$ cat src/mcsu_pkg.sv
// Constants, register map and field layout of the memory chip select unit.
// Assumes nothing: shared by the top module and the decoder.
package mcsu_pkg;
    // Register offsets on the plain register port
    localparam logic [7:0] LOW_CFG_OFS = 8'ha2; // Low region config
    localparam logic [7:0] MID_BASE_OFS = 8'ha6; // Midrange base
    localparam logic [7:0] AUX_SEL_OFS = 8'ha8; // Shared aux select
    localparam logic [7:0] SYS_CFG_OFS = 8'hf0; // System config
    localparam int ADDR_W = 20; // Memory address width
    localparam int REG_W = 16; // Register width
    // Low region config fields
    localparam int LOW_UB_LSB = 12; // Upper bound field, 3 bits
    localparam int ADDR_DIS_BIT = 7; // Address drive disable
    localparam logic [15:0] LOW_RST = 16'h0000; // Drive disable reads 0
    // Midrange base fields
    localparam int MID_BASE_LSB = 9; // Base A19..A13, 7 bits
    localparam int MID_ADDR_LSB = 13; // Lowest address bit of the base
    // Shared aux select fields
    localparam int MID_SIZE_LSB = 8; // One-hot block size, 7 bits
    localparam int PIN_FUNC_BIT = 7; // 1 chip selects, 0 address outs
    localparam int MEM_IO_BIT = 6; // 1 memory cycles, 0 I/O cycles
    localparam int READY_BIT = 2; // 0 external ready needed
    localparam int WAIT_LSB = 0; // Wait count, 2 bits
    // System config fields
    localparam int SINGLE_MID_BIT = 14; // Single midrange select mode
    // Peripheral select decode
    localparam int PER_BASE_LSB = 11; // Base covers A19..A11
    localparam logic [2:0] PER_FIVE_SLOT = 3'h5; // 256-byte slot five
    localparam logic [2:0] PER_SIX_SLOT = 3'h6; // 256-byte slot six
    localparam int PER_SLOT_LSB = 8; // Slot index A10..A8
    // Synchroniser and strap capture
    localparam logic [1:0] STRAP_SETTLE = 2'h3; // Cycles before capture
    // Bus cycle states
    typedef enum logic [1:0] {
        ST_IDLE = 2'b00, // No cycle
        ST_ADDR = 2'b01, // Address phase
        ST_DATA = 2'b10 // Data phase with waits
    } mcsu_state_type;
endpackage

$ cat src/mcsu_sync3.sv
// Three-stage input synchroniser with agreement filter.
// Assumes an asynchronous pin input and one clock domain.
`timescale 1ns/1ps
module mcsu_sync3 (
    input wire logic clk_in, // Clock
    input wire logic rst_n_in, // Async reset, active low
    input wire logic ce_in, // Clock enable
    input wire logic pin_in, // Raw pin level
    output logic level_out // Filtered level
);
    logic s1_ff; // First stage, read only by second
    logic s2_ff; // Second stage
    logic s3_ff; // Third stage
    logic level_ff; // Accepted level

    // Shift chain, left unreset so a level held through reset
    // has already settled when reset is released
    always_ff @(posedge clk_in) begin
        if (ce_in) begin
            s1_ff <= pin_in;
            s2_ff <= s1_ff;
            s3_ff <= s2_ff;
        end
    end

    // Accept a change once stages two and three agree
    always_ff @(posedge clk_in or negedge rst_n_in) begin
        if (!rst_n_in) begin
            level_ff <= 1'b1; // Idle level of ready and strap
        end else if (ce_in && (s2_ff == s3_ff)) begin
            level_ff <= s3_ff;
        end
    end

    assign level_out = level_ff;
endmodule // mcsu_sync3

$ cat src/mcsu_region_decode.sv
// Combinational address decoder for low, midrange and peripheral regions.
// Assumes configuration registers and a stable latched bus address.
`timescale 1ns/1ps
module mcsu_region_decode (
    input wire logic [19:0] addr_in, // Bus address
    input wire logic mem_cycle_in, // 1 memory cycle, 0 I/O cycle
    input wire logic [2:0] low_ub_in, // Low upper bound field
    input wire logic [6:0] mid_base_in, // Midrange base A19..A13
    input wire logic [6:0] mid_size_in, // One-hot midrange size
    input wire logic single_mid_in, // Single midrange select mode
    input wire logic per_mem_in, // Peripheral space select
    input wire logic [8:0] per_base_in, // Peripheral base A19..A11
    output logic low_hit_out, // Low region hit
    output logic [3:0] mid_hit_out, // Midrange selects, active high
    output logic [1:0] per_hit_out // Slot six, slot five hits
);
    // Compare mask over A19..A13: bits at or above the block size
    function automatic logic [6:0] mid_mask(input logic [6:0] size);
        logic [6:0] m;
        m = 7'h00;
        for (int i = 0; i < 7; i++) begin
            m[i] = |(size & 7'((2 << i) - 1));
        end
        return m;
    endfunction

    // Quarter of the block addressed, two bits below the block size
    function automatic logic [1:0] mid_quarter(input logic [19:0] a,
                                               input logic [6:0] size);
        logic [1:0] q;
        q = 2'h0;
        for (int k = 0; k < 7; k++) begin
            if (size[k]) begin
                q = a[11 + k +: 2];
            end
        end
        return q;
    endfunction

    logic mid_block; // Address inside the midrange block
    logic [1:0] quarter; // Quarter index
    logic [6:0] mask; // Compare mask

    always_comb begin
        // low region from zero up to its programmed top
        low_hit_out = mem_cycle_in && !addr_in[19] &&
                      ((addr_in[18:16] & ~low_ub_in) == 3'h0);
        mask = mid_mask(mid_size_in);
        quarter = mid_quarter(addr_in, mid_size_in);
        // base bits A12..A0 taken as zero
        mid_block = mem_cycle_in &&
            (((addr_in[19:13] ^ mid_base_in) & mask) == 7'h00);
        mid_hit_out = 4'h0;
        if (mid_block) begin
            mid_hit_out[quarter] = 1'b1;
            if (single_mid_in) begin
                mid_hit_out[0] = 1'b1;
            end
        end
        per_hit_out = 2'h0;
        if ((mem_cycle_in == per_mem_in) &&
            (addr_in[19:11] == per_base_in)) begin
            per_hit_out[0] = (addr_in[10:8] == mcsu_pkg::PER_FIVE_SLOT);
            per_hit_out[1] = (addr_in[10:8] == mcsu_pkg::PER_SIX_SLOT);
        end
    end
endmodule // mcsu_region_decode

$ cat src/mcsu_chip_select.sv
// Memory chip select unit: register port, decode and bus cycle sequencing.
// Assumes one bus cycle request at a time, a register master that never
// waits, and the peripheral base supplied by a neighbouring block.
`timescale 1ns/1ps
module mcsu_chip_select (
    input wire logic clk_in, // 40 MHz clock
    input wire logic rst_n_in, // Async reset, active low
    input wire logic ce_in, // Clock enable, freezes all state
    input wire logic [7:0] reg_addr_in, // Register address
    input wire logic [15:0] reg_wdata_in, // Register write data
    input wire logic reg_wr_in, // Register write strobe
    input wire logic reg_rd_in, // Register read strobe
    output logic [15:0] reg_rdata_out, // Read data, cycle after strobe
    input wire logic cycle_start_in, // Bus cycle request pulse
    input wire logic [19:0] addr_in, // Nonmultiplexed address
    input wire logic mem_cycle_in, // 1 memory, 0 I/O cycle
    input wire logic [8:0] per_base_in, // Peripheral base A19..A11
    input wire logic per_base_set_in, // Peripheral base programmed
    input wire logic ready_pin_in, // External ready pin
    input wire logic addr_strap_pin_in, // Address enable strap pin
    output logic low_region_select_n_out, // Low region select
    output logic [3:0] mid_region_selects_n_out, // Midrange selects
    output logic periph_select_five_out, // Select or latched A1
    output logic periph_select_six_out, // Select or latched A2
    output logic addr_drive_en_out, // Address/data driven now
    output logic busy_out, // Bus cycle in progress
    output logic cycle_done_out // Bus cycle ends, one pulse
);
    // Configuration storage
    logic [15:0] low_cfg_ff; // Low region config
    logic [15:0] mid_base_ff; // Midrange base
    logic [15:0] aux_sel_ff; // Shared aux select
    logic single_mid_ff; // Single midrange select mode
    logic low_active_ff; // Low select enabled
    logic mid_active_ff; // Midrange base written
    logic aux_written_ff; // Aux select written
    logic per_addr_active_ff; // Aux accessed, address mode armed
    // Bus cycle state
    mcsu_pkg::mcsu_state_type state_ff; // Cycle state
    mcsu_pkg::mcsu_state_type nxt_state; // Next cycle state
    logic [1:0] wait_ff; // Remaining wait states
    logic need_ready_ff; // External ready required
    logic low_sel_ff; // Low select, active high
    logic [3:0] mid_pend_ff; // Midrange hits awaiting data phase
    logic [3:0] mid_sel_ff; // Midrange selects, active high
    logic [1:0] per_sel_ff; // Peripheral selects, active high
    logic [1:0] lat_a_ff; // Latched A2, A1
    logic drive_ff; // Address drive enable
    logic done_ff; // Cycle end pulse
    // Strap capture
    logic [1:0] settle_ff; // Cycles since reset release
    logic strap_forced_ff; // Strap seen low: always drive
    // Decoder results and helpers
    logic low_hit; // Low region hit
    logic [3:0] mid_hit; // Midrange hits
    logic [1:0] per_hit; // Peripheral slot hits
    logic ready_sync; // Filtered ready
    logic strap_sync; // Filtered strap
    logic finish; // Data phase ends this cycle
    logic wr_low; // Write to low config
    logic wr_mid; // Write to midrange base
    logic wr_aux; // Write to aux select
    logic wr_sys; // Write to system config
    logic per_cs_mode; // Upper selects act as chip selects

    // Address and space decode
    mcsu_region_decode u_decode (
        .addr_in(addr_in),
        .mem_cycle_in(mem_cycle_in),
        .low_ub_in(low_cfg_ff[mcsu_pkg::LOW_UB_LSB +: 3]),
        .mid_base_in(mid_base_ff[mcsu_pkg::MID_BASE_LSB +: 7]),
        .mid_size_in(aux_sel_ff[mcsu_pkg::MID_SIZE_LSB +: 7]),
        .single_mid_in(single_mid_ff),
        .per_mem_in(aux_sel_ff[mcsu_pkg::MEM_IO_BIT]),
        .per_base_in(per_base_in),
        .low_hit_out(low_hit),
        .mid_hit_out(mid_hit),
        .per_hit_out(per_hit)
    );

    // External ready pin
    mcsu_sync3 u_ready_sync (
        .clk_in(clk_in),
        .rst_n_in(rst_n_in),
        .ce_in(ce_in),
        .pin_in(ready_pin_in),
        .level_out(ready_sync)
    );

    // Address enable strap pin
    mcsu_sync3 u_strap_sync (
        .clk_in(clk_in),
        .rst_n_in(rst_n_in),
        .ce_in(ce_in),
        .pin_in(addr_strap_pin_in),
        .level_out(strap_sync)
    );

    // Write decode
    assign wr_low = reg_wr_in && (reg_addr_in == mcsu_pkg::LOW_CFG_OFS);
    assign wr_mid = reg_wr_in && (reg_addr_in == mcsu_pkg::MID_BASE_OFS);
    assign wr_aux = reg_wr_in && (reg_addr_in == mcsu_pkg::AUX_SEL_OFS);
    assign wr_sys = reg_wr_in && (reg_addr_in == mcsu_pkg::SYS_CFG_OFS);
    assign per_cs_mode = aux_sel_ff[mcsu_pkg::PIN_FUNC_BIT];

    // Low region config register
    always_ff @(posedge clk_in or negedge rst_n_in) begin
        if (!rst_n_in) begin
            low_cfg_ff <= mcsu_pkg::LOW_RST;
            low_active_ff <= 1'b0;
        end else if (ce_in && wr_low) begin
            low_cfg_ff <= reg_wdata_in;
            low_active_ff <= 1'b1;
        end
    end

    // Midrange base register, stored as written
    always_ff @(posedge clk_in or negedge rst_n_in) begin
        if (!rst_n_in) begin
            mid_base_ff <= 16'h0000;
            mid_active_ff <= 1'b0;
        end else if (ce_in && wr_mid) begin
            mid_base_ff <= reg_wdata_in;
            mid_active_ff <= 1'b1;
        end
    end

    // Shared aux select register
    always_ff @(posedge clk_in or negedge rst_n_in) begin
        if (!rst_n_in) begin
            aux_sel_ff <= 16'h0000;
            aux_written_ff <= 1'b0;
        end else if (ce_in && wr_aux) begin
            aux_sel_ff <= reg_wdata_in;
            aux_written_ff <= 1'b1;
        end
    end

    // Any access to aux arms the address outputs
    always_ff @(posedge clk_in or negedge rst_n_in) begin
        if (!rst_n_in) begin
            per_addr_active_ff <= 1'b0;
        end else if (ce_in && (reg_wr_in || reg_rd_in) &&
                     (reg_addr_in == mcsu_pkg::AUX_SEL_OFS)) begin
            per_addr_active_ff <= 1'b1;
        end
    end

    // Single midrange select mode bit
    always_ff @(posedge clk_in or negedge rst_n_in) begin
        if (!rst_n_in) begin
            single_mid_ff <= 1'b0;
        end else if (ce_in && wr_sys) begin
            single_mid_ff <= reg_wdata_in[mcsu_pkg::SINGLE_MID_BIT];
        end
    end

    // Read data, valid only in the cycle after the strobe
    always_ff @(posedge clk_in or negedge rst_n_in) begin
        if (!rst_n_in) begin
            reg_rdata_out <= 16'h0000;
        end else if (ce_in) begin
            reg_rdata_out <= 16'h0000;
            if (reg_rd_in) begin
                case (reg_addr_in)
                    mcsu_pkg::LOW_CFG_OFS: reg_rdata_out <= low_cfg_ff;
                    mcsu_pkg::MID_BASE_OFS: reg_rdata_out <= mid_base_ff;
                    mcsu_pkg::AUX_SEL_OFS: reg_rdata_out <= aux_sel_ff;
                    mcsu_pkg::SYS_CFG_OFS: begin
                        reg_rdata_out[mcsu_pkg::SINGLE_MID_BIT] <=
                            single_mid_ff;
                    end
                    default: reg_rdata_out <= 16'h0000; // Unmapped reads zero
                endcase
            end
        end
    end

    // Strap capture a fixed time after reset release
    always_ff @(posedge clk_in or negedge rst_n_in) begin
        if (!rst_n_in) begin
            settle_ff <= 2'h0;
            strap_forced_ff <= 1'b1; // Drive until strap is known
        end else if (ce_in && (settle_ff != mcsu_pkg::STRAP_SETTLE)) begin
            settle_ff <= settle_ff + 2'h1;
            if (settle_ff == mcsu_pkg::STRAP_SETTLE - 2'h1) begin
                strap_forced_ff <= !strap_sync;
            end
        end
    end

    // Data phase ends once waits expire and ready, if needed, is seen
    assign finish = (state_ff == mcsu_pkg::ST_DATA) && (wait_ff == 2'h0) &&
                    (!need_ready_ff || ready_sync);

    // Cycle state sequencing
    always_comb begin
        case (state_ff)
            mcsu_pkg::ST_IDLE: begin
                nxt_state = cycle_start_in ? mcsu_pkg::ST_ADDR
                                           : mcsu_pkg::ST_IDLE;
            end
            mcsu_pkg::ST_ADDR: nxt_state = mcsu_pkg::ST_DATA;
            mcsu_pkg::ST_DATA: begin
                nxt_state = finish ? mcsu_pkg::ST_IDLE : mcsu_pkg::ST_DATA;
            end
            default: nxt_state = mcsu_pkg::ST_IDLE;
        endcase
    end

    // State register
    always_ff @(posedge clk_in or negedge rst_n_in) begin
        if (!rst_n_in) begin
            state_ff <= mcsu_pkg::ST_IDLE;
        end else if (ce_in) begin
            state_ff <= nxt_state;
        end
    end

    // Wait count and ready mode chosen by the region hit
    always_ff @(posedge clk_in or negedge rst_n_in) begin
        if (!rst_n_in) begin
            wait_ff <= 2'h0;
            need_ready_ff <= 1'b0;
        end else if (ce_in) begin
            if (state_ff == mcsu_pkg::ST_IDLE && cycle_start_in) begin
                wait_ff <= 2'h0;
                need_ready_ff <= 1'b0;
                if (low_hit && low_active_ff) begin
                    wait_ff <= low_cfg_ff[mcsu_pkg::WAIT_LSB +: 2];
                    need_ready_ff <= !low_cfg_ff[mcsu_pkg::READY_BIT];
                end else if ((|mid_hit) && mid_active_ff) begin
                    wait_ff <= mid_base_ff[mcsu_pkg::WAIT_LSB +: 2];
                    need_ready_ff <= !mid_base_ff[mcsu_pkg::READY_BIT];
                end else if ((|per_hit) && per_cs_mode && aux_written_ff &&
                             per_base_set_in) begin
                    wait_ff <= aux_sel_ff[mcsu_pkg::WAIT_LSB +: 2];
                    need_ready_ff <= !aux_sel_ff[mcsu_pkg::READY_BIT];
                end
            end else if (state_ff == mcsu_pkg::ST_DATA && wait_ff != 2'h0) begin
                wait_ff <= wait_ff - 2'h1;
            end
        end
    end

    // Low and peripheral selects from the address phase onward
    always_ff @(posedge clk_in or negedge rst_n_in) begin
        if (!rst_n_in) begin
            low_sel_ff <= 1'b0;
            per_sel_ff <= 2'h0;
            mid_pend_ff <= 4'h0;
            lat_a_ff <= 2'h0;
        end else if (ce_in) begin
            if (state_ff == mcsu_pkg::ST_IDLE && cycle_start_in) begin
                low_sel_ff <= low_hit && low_active_ff;
                mid_pend_ff <= mid_active_ff ? mid_hit : 4'h0;
                per_sel_ff <= (aux_written_ff && per_base_set_in)
                              ? per_hit : 2'h0;
                lat_a_ff <= {addr_in[2], addr_in[1]};
            end else if (finish) begin
                low_sel_ff <= 1'b0;
                per_sel_ff <= 2'h0;
                mid_pend_ff <= 4'h0;
            end
        end
    end

    // Midrange selects start one clock after the low select
    always_ff @(posedge clk_in or negedge rst_n_in) begin
        if (!rst_n_in) begin
            mid_sel_ff <= 4'h0;
        end else if (ce_in) begin
            if (state_ff == mcsu_pkg::ST_ADDR) begin
                mid_sel_ff <= mid_pend_ff;
            end else if (finish) begin
                mid_sel_ff <= 4'h0;
            end
        end
    end

    // Address drive only in the address phase
    always_ff @(posedge clk_in or negedge rst_n_in) begin
        if (!rst_n_in) begin
            drive_ff <= 1'b0;
        end else if (ce_in) begin
            if (state_ff == mcsu_pkg::ST_IDLE && cycle_start_in) begin
                drive_ff <= strap_forced_ff || !(low_hit && low_active_ff &&
                            low_cfg_ff[mcsu_pkg::ADDR_DIS_BIT]);
            end else begin
                drive_ff <= 1'b0;
            end
        end
    end

    // Cycle end pulse
    always_ff @(posedge clk_in or negedge rst_n_in) begin
        if (!rst_n_in) begin
            done_ff <= 1'b0;
        end else if (ce_in) begin
            done_ff <= finish;
        end
    end

    // Output pin levels, all registered
    always_ff @(posedge clk_in or negedge rst_n_in) begin
        if (!rst_n_in) begin
            low_region_select_n_out <= 1'b1;
            mid_region_selects_n_out <= 4'hf;
            periph_select_five_out <= 1'b1;
            periph_select_six_out <= 1'b1;
            addr_drive_en_out <= 1'b0;
            busy_out <= 1'b0;
            cycle_done_out <= 1'b0;
        end else if (ce_in) begin
            low_region_select_n_out <= !low_sel_ff;
            mid_region_selects_n_out <= ~mid_sel_ff;
            if (per_cs_mode) begin
                periph_select_five_out <= !per_sel_ff[0];
                periph_select_six_out <= !per_sel_ff[1];
            end else if (per_addr_active_ff) begin
                periph_select_five_out <= lat_a_ff[0];
                periph_select_six_out <= lat_a_ff[1];
            end else begin
                periph_select_five_out <= 1'b1;
                periph_select_six_out <= 1'b1;
            end
            addr_drive_en_out <= drive_ff;
            busy_out <= (state_ff != mcsu_pkg::ST_IDLE);
            cycle_done_out <= done_ff;
        end
    end
endmodule // mcsu_chip_select

$ cat config.mk
export PLATFORM = sky130hd
export DESIGN_NAME = mcsu_chip_select
export DESIGN_NICKNAME = d
export VERILOG_FILES = /design/src/mcsu_pkg.sv /design/src/mcsu_sync3.sv /design/src/mcsu_region_decode.sv /design/src/mcsu_chip_select.sv
export SDC_FILE = /design/constraint.sdc
export NUM_CORES = 1
export LEC_CHECK = 0
export BUFFER_PORTS_ARGS = -buffer_cell sky130_fd_sc_hd__buf_2
export CORE_AREA = 2 2 115 117
export CTS_CLUSTER_DIAMETER = 200
export CTS_CLUSTER_SIZE = 8
export DETAILED_ROUTE_END_ITERATION = 16
export DIE_AREA = 0 0 117 119
export GPL_ROUTABILITY_DRIVEN = 0
export HOLD_SLACK_MARGIN = 0.05
export PLACE_DENSITY = 0.6
export SLEW_MARGIN = 25
export SYNTH_ARGS = -nofsm -noshare
export SYNTH_HDL_FRONTEND = slang
export SYNTH_SLANG_ARGS = --single-unit
$ cat constraint.sdc
create_clock -name clk_in -period 2.68 [get_ports clk_in]
set_input_delay 0.134 -clock clk_in [delete_from_list [all_inputs] [get_ports clk_in]]
set_output_delay 0.134 -clock clk_in [all_outputs]
set_load 0.02 [all_outputs]
==> results of run 1 <==
[cell type report]
class                   count  area [um^2]
repair buffers            110          686
clock buffers              11          264
flip-flops and latches    110         2800
fillers                  1168         6510
well taps                 176          220
inverters                  20         75.1
clock inverters             5         62.6
multi-input cells         310         2260
[logic make-up after synthesis]
| group | after synthesis | share of synthesized area (%) |
|---|---|---|
| xor gates and xnor gates | 18 | 3.00 |
| adders and majority gates | 3 | 0.715 |
| AOI/OAI and AO/OA | 101 | 12.9 |
| muxes | 68 | 14.8 |
| buffers and inverters | 41 | 3.60 |
| and+or+nand+nor | 120 | 11.7 |
| DFF | 110 | 53.3 |
[layout by cell type, fill, tap and decap left out, types with 5 or more instances in the layout]
master         Yosys  final
buf_2              1     81
inv_1             20     20
clkbuf_16          0     10
xor2_1            16     16
mux2_2            19     19
mux2_1            20     20
dlygate4sd3_1      0     20
dfstp_2           10     10
mux2_4             9      9
nor3_1             7      7
o21ai_0           28     28
dfrtp_1           94     94
o2bb2ai_1         16     16
edfxtp_1           6      6
o21ai_1            5      5
buf_4              3      8
mux2i_1           20     20
a21oi_1           25     25
nand3b_1           5      5
nand2_1           42     42
nor2_1            30     30
nand3_1            7      7
[state kept, by name (all words and copies together), names as in the netlist, 2 cells and up]
name	cells
aux_sel_ff	16
mid_base_ff	16
per_sel_ff	2
mid_region_selects_n_out	4
mid_pend_ff	4
reg_rdata_out	16
settle_ff	2
wait_ff	2
mid_sel_ff	4
state_ff	2
lat_a_ff	2
low_cfg_ff	16
[worst min path at each step]
| stage | slack (ns) | end | start | cells past startpoint |
|---|---|---|---|---|
| floorplan | -0.16 | addr_drive_en_out | rst_n_in | 0 |
| CTS | 0.05 | low_cfg_ff[14] | reg_wdata_in[14] | 3 |
| global placement | 0.1 | mid_base_ff[9] | rst_n_in | 1 |
| finish | 0.06 | low_cfg_ff[14] | reg_wdata_in[14] | 3 |
| detailed placement | 0.11 | mid_base_ff[9] | rst_n_in | 1 |
| global route | 0.09 | low_cfg_ff[14] | reg_wdata_in[14] | 3 |
[where the power goes]
part | switching [mW] | internal [mW] | total (mW)
clock | 0.622 | 0.812 | 1.43
combinational | 0.265 | 0.208 | 0.473
sequential | 0.0722 | 1.79 | 1.86
total | 0.959 | 2.81 | 3.77
[layer usage]
layer	up-vias	track usage (%)
met4	0	5.88
met5	-	0
met1	1902	24.9
met3	12	4.27
met2	69	30.2
li1	1849	-
[tightest hold or removal path: cells and delay by family]
family                 cells  cell delay (ns)
buffers and inverters      1             0.13
AND/OR/NAND/NOR            1             0.05
AO/OA/AOI/OAI              1             0.05
[stage by stage]
step                      worst slack [ns]  instance area, um^2  std cells  power, mW
after floorplan                      0.595                 5250        461       2.16
after global placement               0.141                 5840        706       2.33
after detailed placement             0.126                 5840        706       2.35
after CTS                            0.375                 6370        742       3.81
after global routing                 0.228                 6370        742       3.95
final                                0.382                 6370        742       3.77
==> impl_metrics.yaml, run 1 <==
clock_tree:
  clkTransAtPathRegs_ns: 0.08
  cts_buffers: 9
  cts-root-buf: "clkbuf_16"
  h-tree-depth: 3
  cts_sinks: 110
  cts_buffer_depth: 2
  clock_latency_ns: 0.35
  cts_hold_buf: 20
  cts_tree: "built"
  post-cts-setup-buffers: 0
  cts_resized: 0
global_route:
  grt_pass1_wl_um: 19800
  grt_overflow_total: 0
  grt_max_degree: 76
  first_global_vias: 3898
  antenna_found_initial: 0
  grt_usage_pct: 18.7
sta:
  holdWs_ns: 0.0613
  hold_viol_final: 0
  setup_viol: 0
  slew_headroom_pct: 47.0
  setup_tns_ns: 0
  min_period_ns: 2.30
  rsz0062_at_grt: "no"
  post-route-period-util_pct: 85.7
  fin_skew_ns: 0.0106
  fmax_mhz: 435
  worst_slew_pin_slew_ns: 0.794
  slew_viol_final: 0
yosys:
  synth-edff-count: 6
  yosysMostFrequentCell: "dfrtp_1"
  yosysWarnings: 0
  synth_ff_type: "dfrtp_1"
  yosysTopAreaCell: "dfrtp_1"
  synth.yosys.seq_area_share_pct: 53.3
  syn_area_per_cell_um2: 11.4
  synth.cell_area_mm2: 0.00525
  synth_common_cells: "dfrtp_1 (94), nand2_1 (42), nor2_1 (30)"
  synth_nets: 527
  synthArstFlopShare_pct: 94.5
  synth.top_cell.area_share_pct: 44.8
  synth.area.top_cells: "dfrtp_1 (45%), dfstp_2 (5.0%), mux2_1 (4.3%)"
  synth.distinct_cells: 66
  postSynthCellCount: 461
  ys_ff_latch: 110
critical_path:
  worstPathRequired_ns: 2.95
  path_delay_family: "simple AND/OR/NAND/NOR gates"
  path_class: "flip-flop to flip-flop"
  crit_chain: "or4_4 -> o32ai_2 -> nand4_1 -> or2_0 -> o2111a_1 -> a211oi_2"
  cp.depth: 6
  cp-startpoint: "aux_sel_ff[9]"
  reg2regPathDepth: 6
  worstPathMaxFanout: 9
  r2r-end: "wait_ff[0]"
  crit_end: "wait_ff[0]"
  path_buf_inv: 0
  critPathMaxStageDelay_ns: 0.56
  cp-start-kind: "flip-flop"
  rrSetupSlack_ns: 0.38
  crit_path_end_kind: "flip-flop"
  critical_path_arrival_ns: 2.57
  cp_slowest_cell: "or4_4"
  rr_startpoint: "aux_sel_ff[9]"
die:
  die_w_um: 117
  start_util_pct: 40.8
  rows: 42
  coreArea_mm2: 0.0129
  dieArea_mm2: 0.0139
  num_io_pins: 89
  dieHeight_um: 119
finish:
  drive_gt1_share_pct: 27.7
  finalCoreUtilization_pct: 49.5
  final_nets: 627
  synthToLayoutAreaGrowth_pct: 21.3
  n_antenna_cell: 0
detailed_routing:
  wl_met1_um: 5760
  drt_wl_total_um: 12200
  wl_per_cell_um: 16.5
  dr.pass1.iters: 4
  vias: 3832
  ant_nets: 0
  drc_errors: 0
  drtIter0Drc: 204
  met2_length_um: 5980
  top_layer_used: "met4"
  wl_met3_um: 347
  vias_per_cell: 5.16
placement:
  dp_hpwl_um: 8760
  port_buffers: 82
run_status:
  status: "completed"
flow_run:
  maxCapViolCount: 0
hold_path:
  hold_path_class: "input pin to flip-flop"
pwr:
  vdd_ir_drop_max_mv: 0.376
  powerDensity_mw_per_mm2: 592
  leakage_nw: 3.07
No activity file was read; power rests on OpenSTA's default activity.
==> run 2: changes to the inputs <==
clock period = 2.7 ns   (was 2.68 ns; I/O delays follow)
==> impl_metrics.yaml, run 2 (synthesis gave the netlist of run 1 again) <==
clock_tree:
  cts_resized: 0
  clkTransAtPathRegs_ns: 0.08
  post-cts-setup-buffers: 0
  h-tree-depth: 3
  clock_latency_ns: 0.35
  cts_sinks: 110
  cts_hold_buf: 20
  cts_buffer_depth: 2
  cts_tree: "built"
  cts_buffers: 9
  cts-root-buf: "clkbuf_16"
sta:
  post-route-period-util_pct: 86.1
  rsz0062_at_grt: "no"
  hold_viol_final: 0
  slew_viol_final: 0
  min_period_ns: 2.32
  setup_tns_ns: 0
  holdWs_ns: 0.0572
  final.setup.worst_slack_ns: 0.375
  slew_headroom_pct: 46.6
  setup_viol: 0
  worst_slew_pin_slew_ns: 0.800
  fin_skew_ns: 0.00779
  fmax_mhz: 430
critical_path:
  worstPathRequired_ns: 2.97
  critical_path_arrival_ns: 2.59
  cp-start-kind: "flip-flop"
  rr_startpoint: "aux_sel_ff[8]"
  path_class: "flip-flop to flip-flop"
  reg2regPathDepth: 6
  crit_path_end_kind: "flip-flop"
  worstPathMaxFanout: 8
  rrSetupSlack_ns: 0.38
  r2r-end: "wait_ff[1]"
pwr:
  vdd_ir_drop_max_mv: 0.457
  powerDensity_mw_per_mm2: 563
  leakage_nw: 3.04
  power_mw: 3.55
finish:
  mostFrequentLayoutCell: "dfrtp_1"
  n_antenna_cell: 0
  stdcell_count: 741
  drive_gt1_share_pct: 27.6
  synthToLayoutAreaGrowth_pct: 20.2
  final_nets: 626
  layout_common_cells: "dfrtp_1 (94), buf_2 (81), nand2_1 (42), nor2_1 (30), o21ai_0 (28)"
placement:
  dp_hpwl_um: 8750
  port_buffers: 82
  placed_cells: 705
  dp_slack_ns: 0.105
detailed_routing:
  ant_nets: 0
  drt_wl_total_um: 12100
  wl_per_cell_um: 16.3
  vias_per_cell: 5.15
  dr.pass1.iters: 4
  drtIter0Drc: 185
  drc_errors: 0
  vias: 3819
die:
  num_io_pins: 89
  rows: 42
  dieArea_mm2: 0.0139
  start_util_pct: 40.8
  coreArea_mm2: 0.0129
  dieHeight_um: 119
  die_w_um: 117
global_route:
  antenna_found_initial: 0
  grt_pass1_wl_um: 20000
  grt_overflow_total: 0
  grt_max_degree: 59
  grt_usage_pct: 18.6
  first_global_vias: 3923
flow_run:
  maxCapViolCount: 0
hold_path:
  min_from: "reg_wdata_in[14]"
  whs_endpoint: "low_cfg_ff[14]"
  holdPathStages: 3
  hold_path_class: "input pin to flip-flop"
run_status:
  status: "completed"
run 2: worst max-delay path by stage:
stage | endpoint | start | slack (ns) | cells past startpoint
final | wait_ff[1] | aux_sel_ff[8] | 0.38 | 6
after global routing | wait_ff[0] | aux_sel_ff[8] | 0.23 | 6
after CTS | wait_ff[1] | aux_sel_ff[8] | 0.39 | 6
after detailed placement | aux_sel_ff[12] | reg_addr_in[0] | 0.11 | 6
after global placement | aux_sel_ff[15] | reg_addr_in[0] | 0.17 | 6
after floorplan | wait_ff[0] | aux_sel_ff[9] | 0.61 | 8
run 2: layout make-up:
class / instances / area (um^2)
clock buffers: 9 / 225
clock inverters: 7 / 50.0
fillers: 1184 / 6570
inverters: 20 / 75.1
multi-input cells: 310 / 2260
flip-flops and latches: 110 / 2800
well taps: 176 / 220
repair buffers: 109 / 678
run 2: power by group:
group / leakage, nW / internal (mW) / switching, mW
registers: 1.44 / 1.77 / 0.0752
logic: 1.47 / 0.206 / 0.261
clock network: 0.136 / 0.628 / 0.607
run 2: per-stage QoR:
stage | utilization (%) | area [um^2]
floorplan | - | 5250
global placement | 45.3 | 5830
detailed placement | 45.3 | 5830
CTS | 49.0 | 6310
global route | 49.0 | 6310
finish | 49.0 | 6310
run 2: layer usage:
layer  global-route usage (%)  wire length (um)  share of wire (%)  vias to the layer above
met5                        0                 0                  0                        -
met4                     4.93               171                1.4                        0
met3                     4.94               405                3.3                       17
met2                     30.3              6000                 50                       76
met1                     24.6              5520                 46                     1885
li1                         -                 -                  -                     1841
run 2: worst max-delay path, stage by stage (launching register included):
cell and delay (ns):
dfrtp_1 0.48, or4_4 0.58, o32ai_2 0.20, nand4_1 0.18
or2_0 0.39, o2111a_1 0.21, a211oi_2 0.19
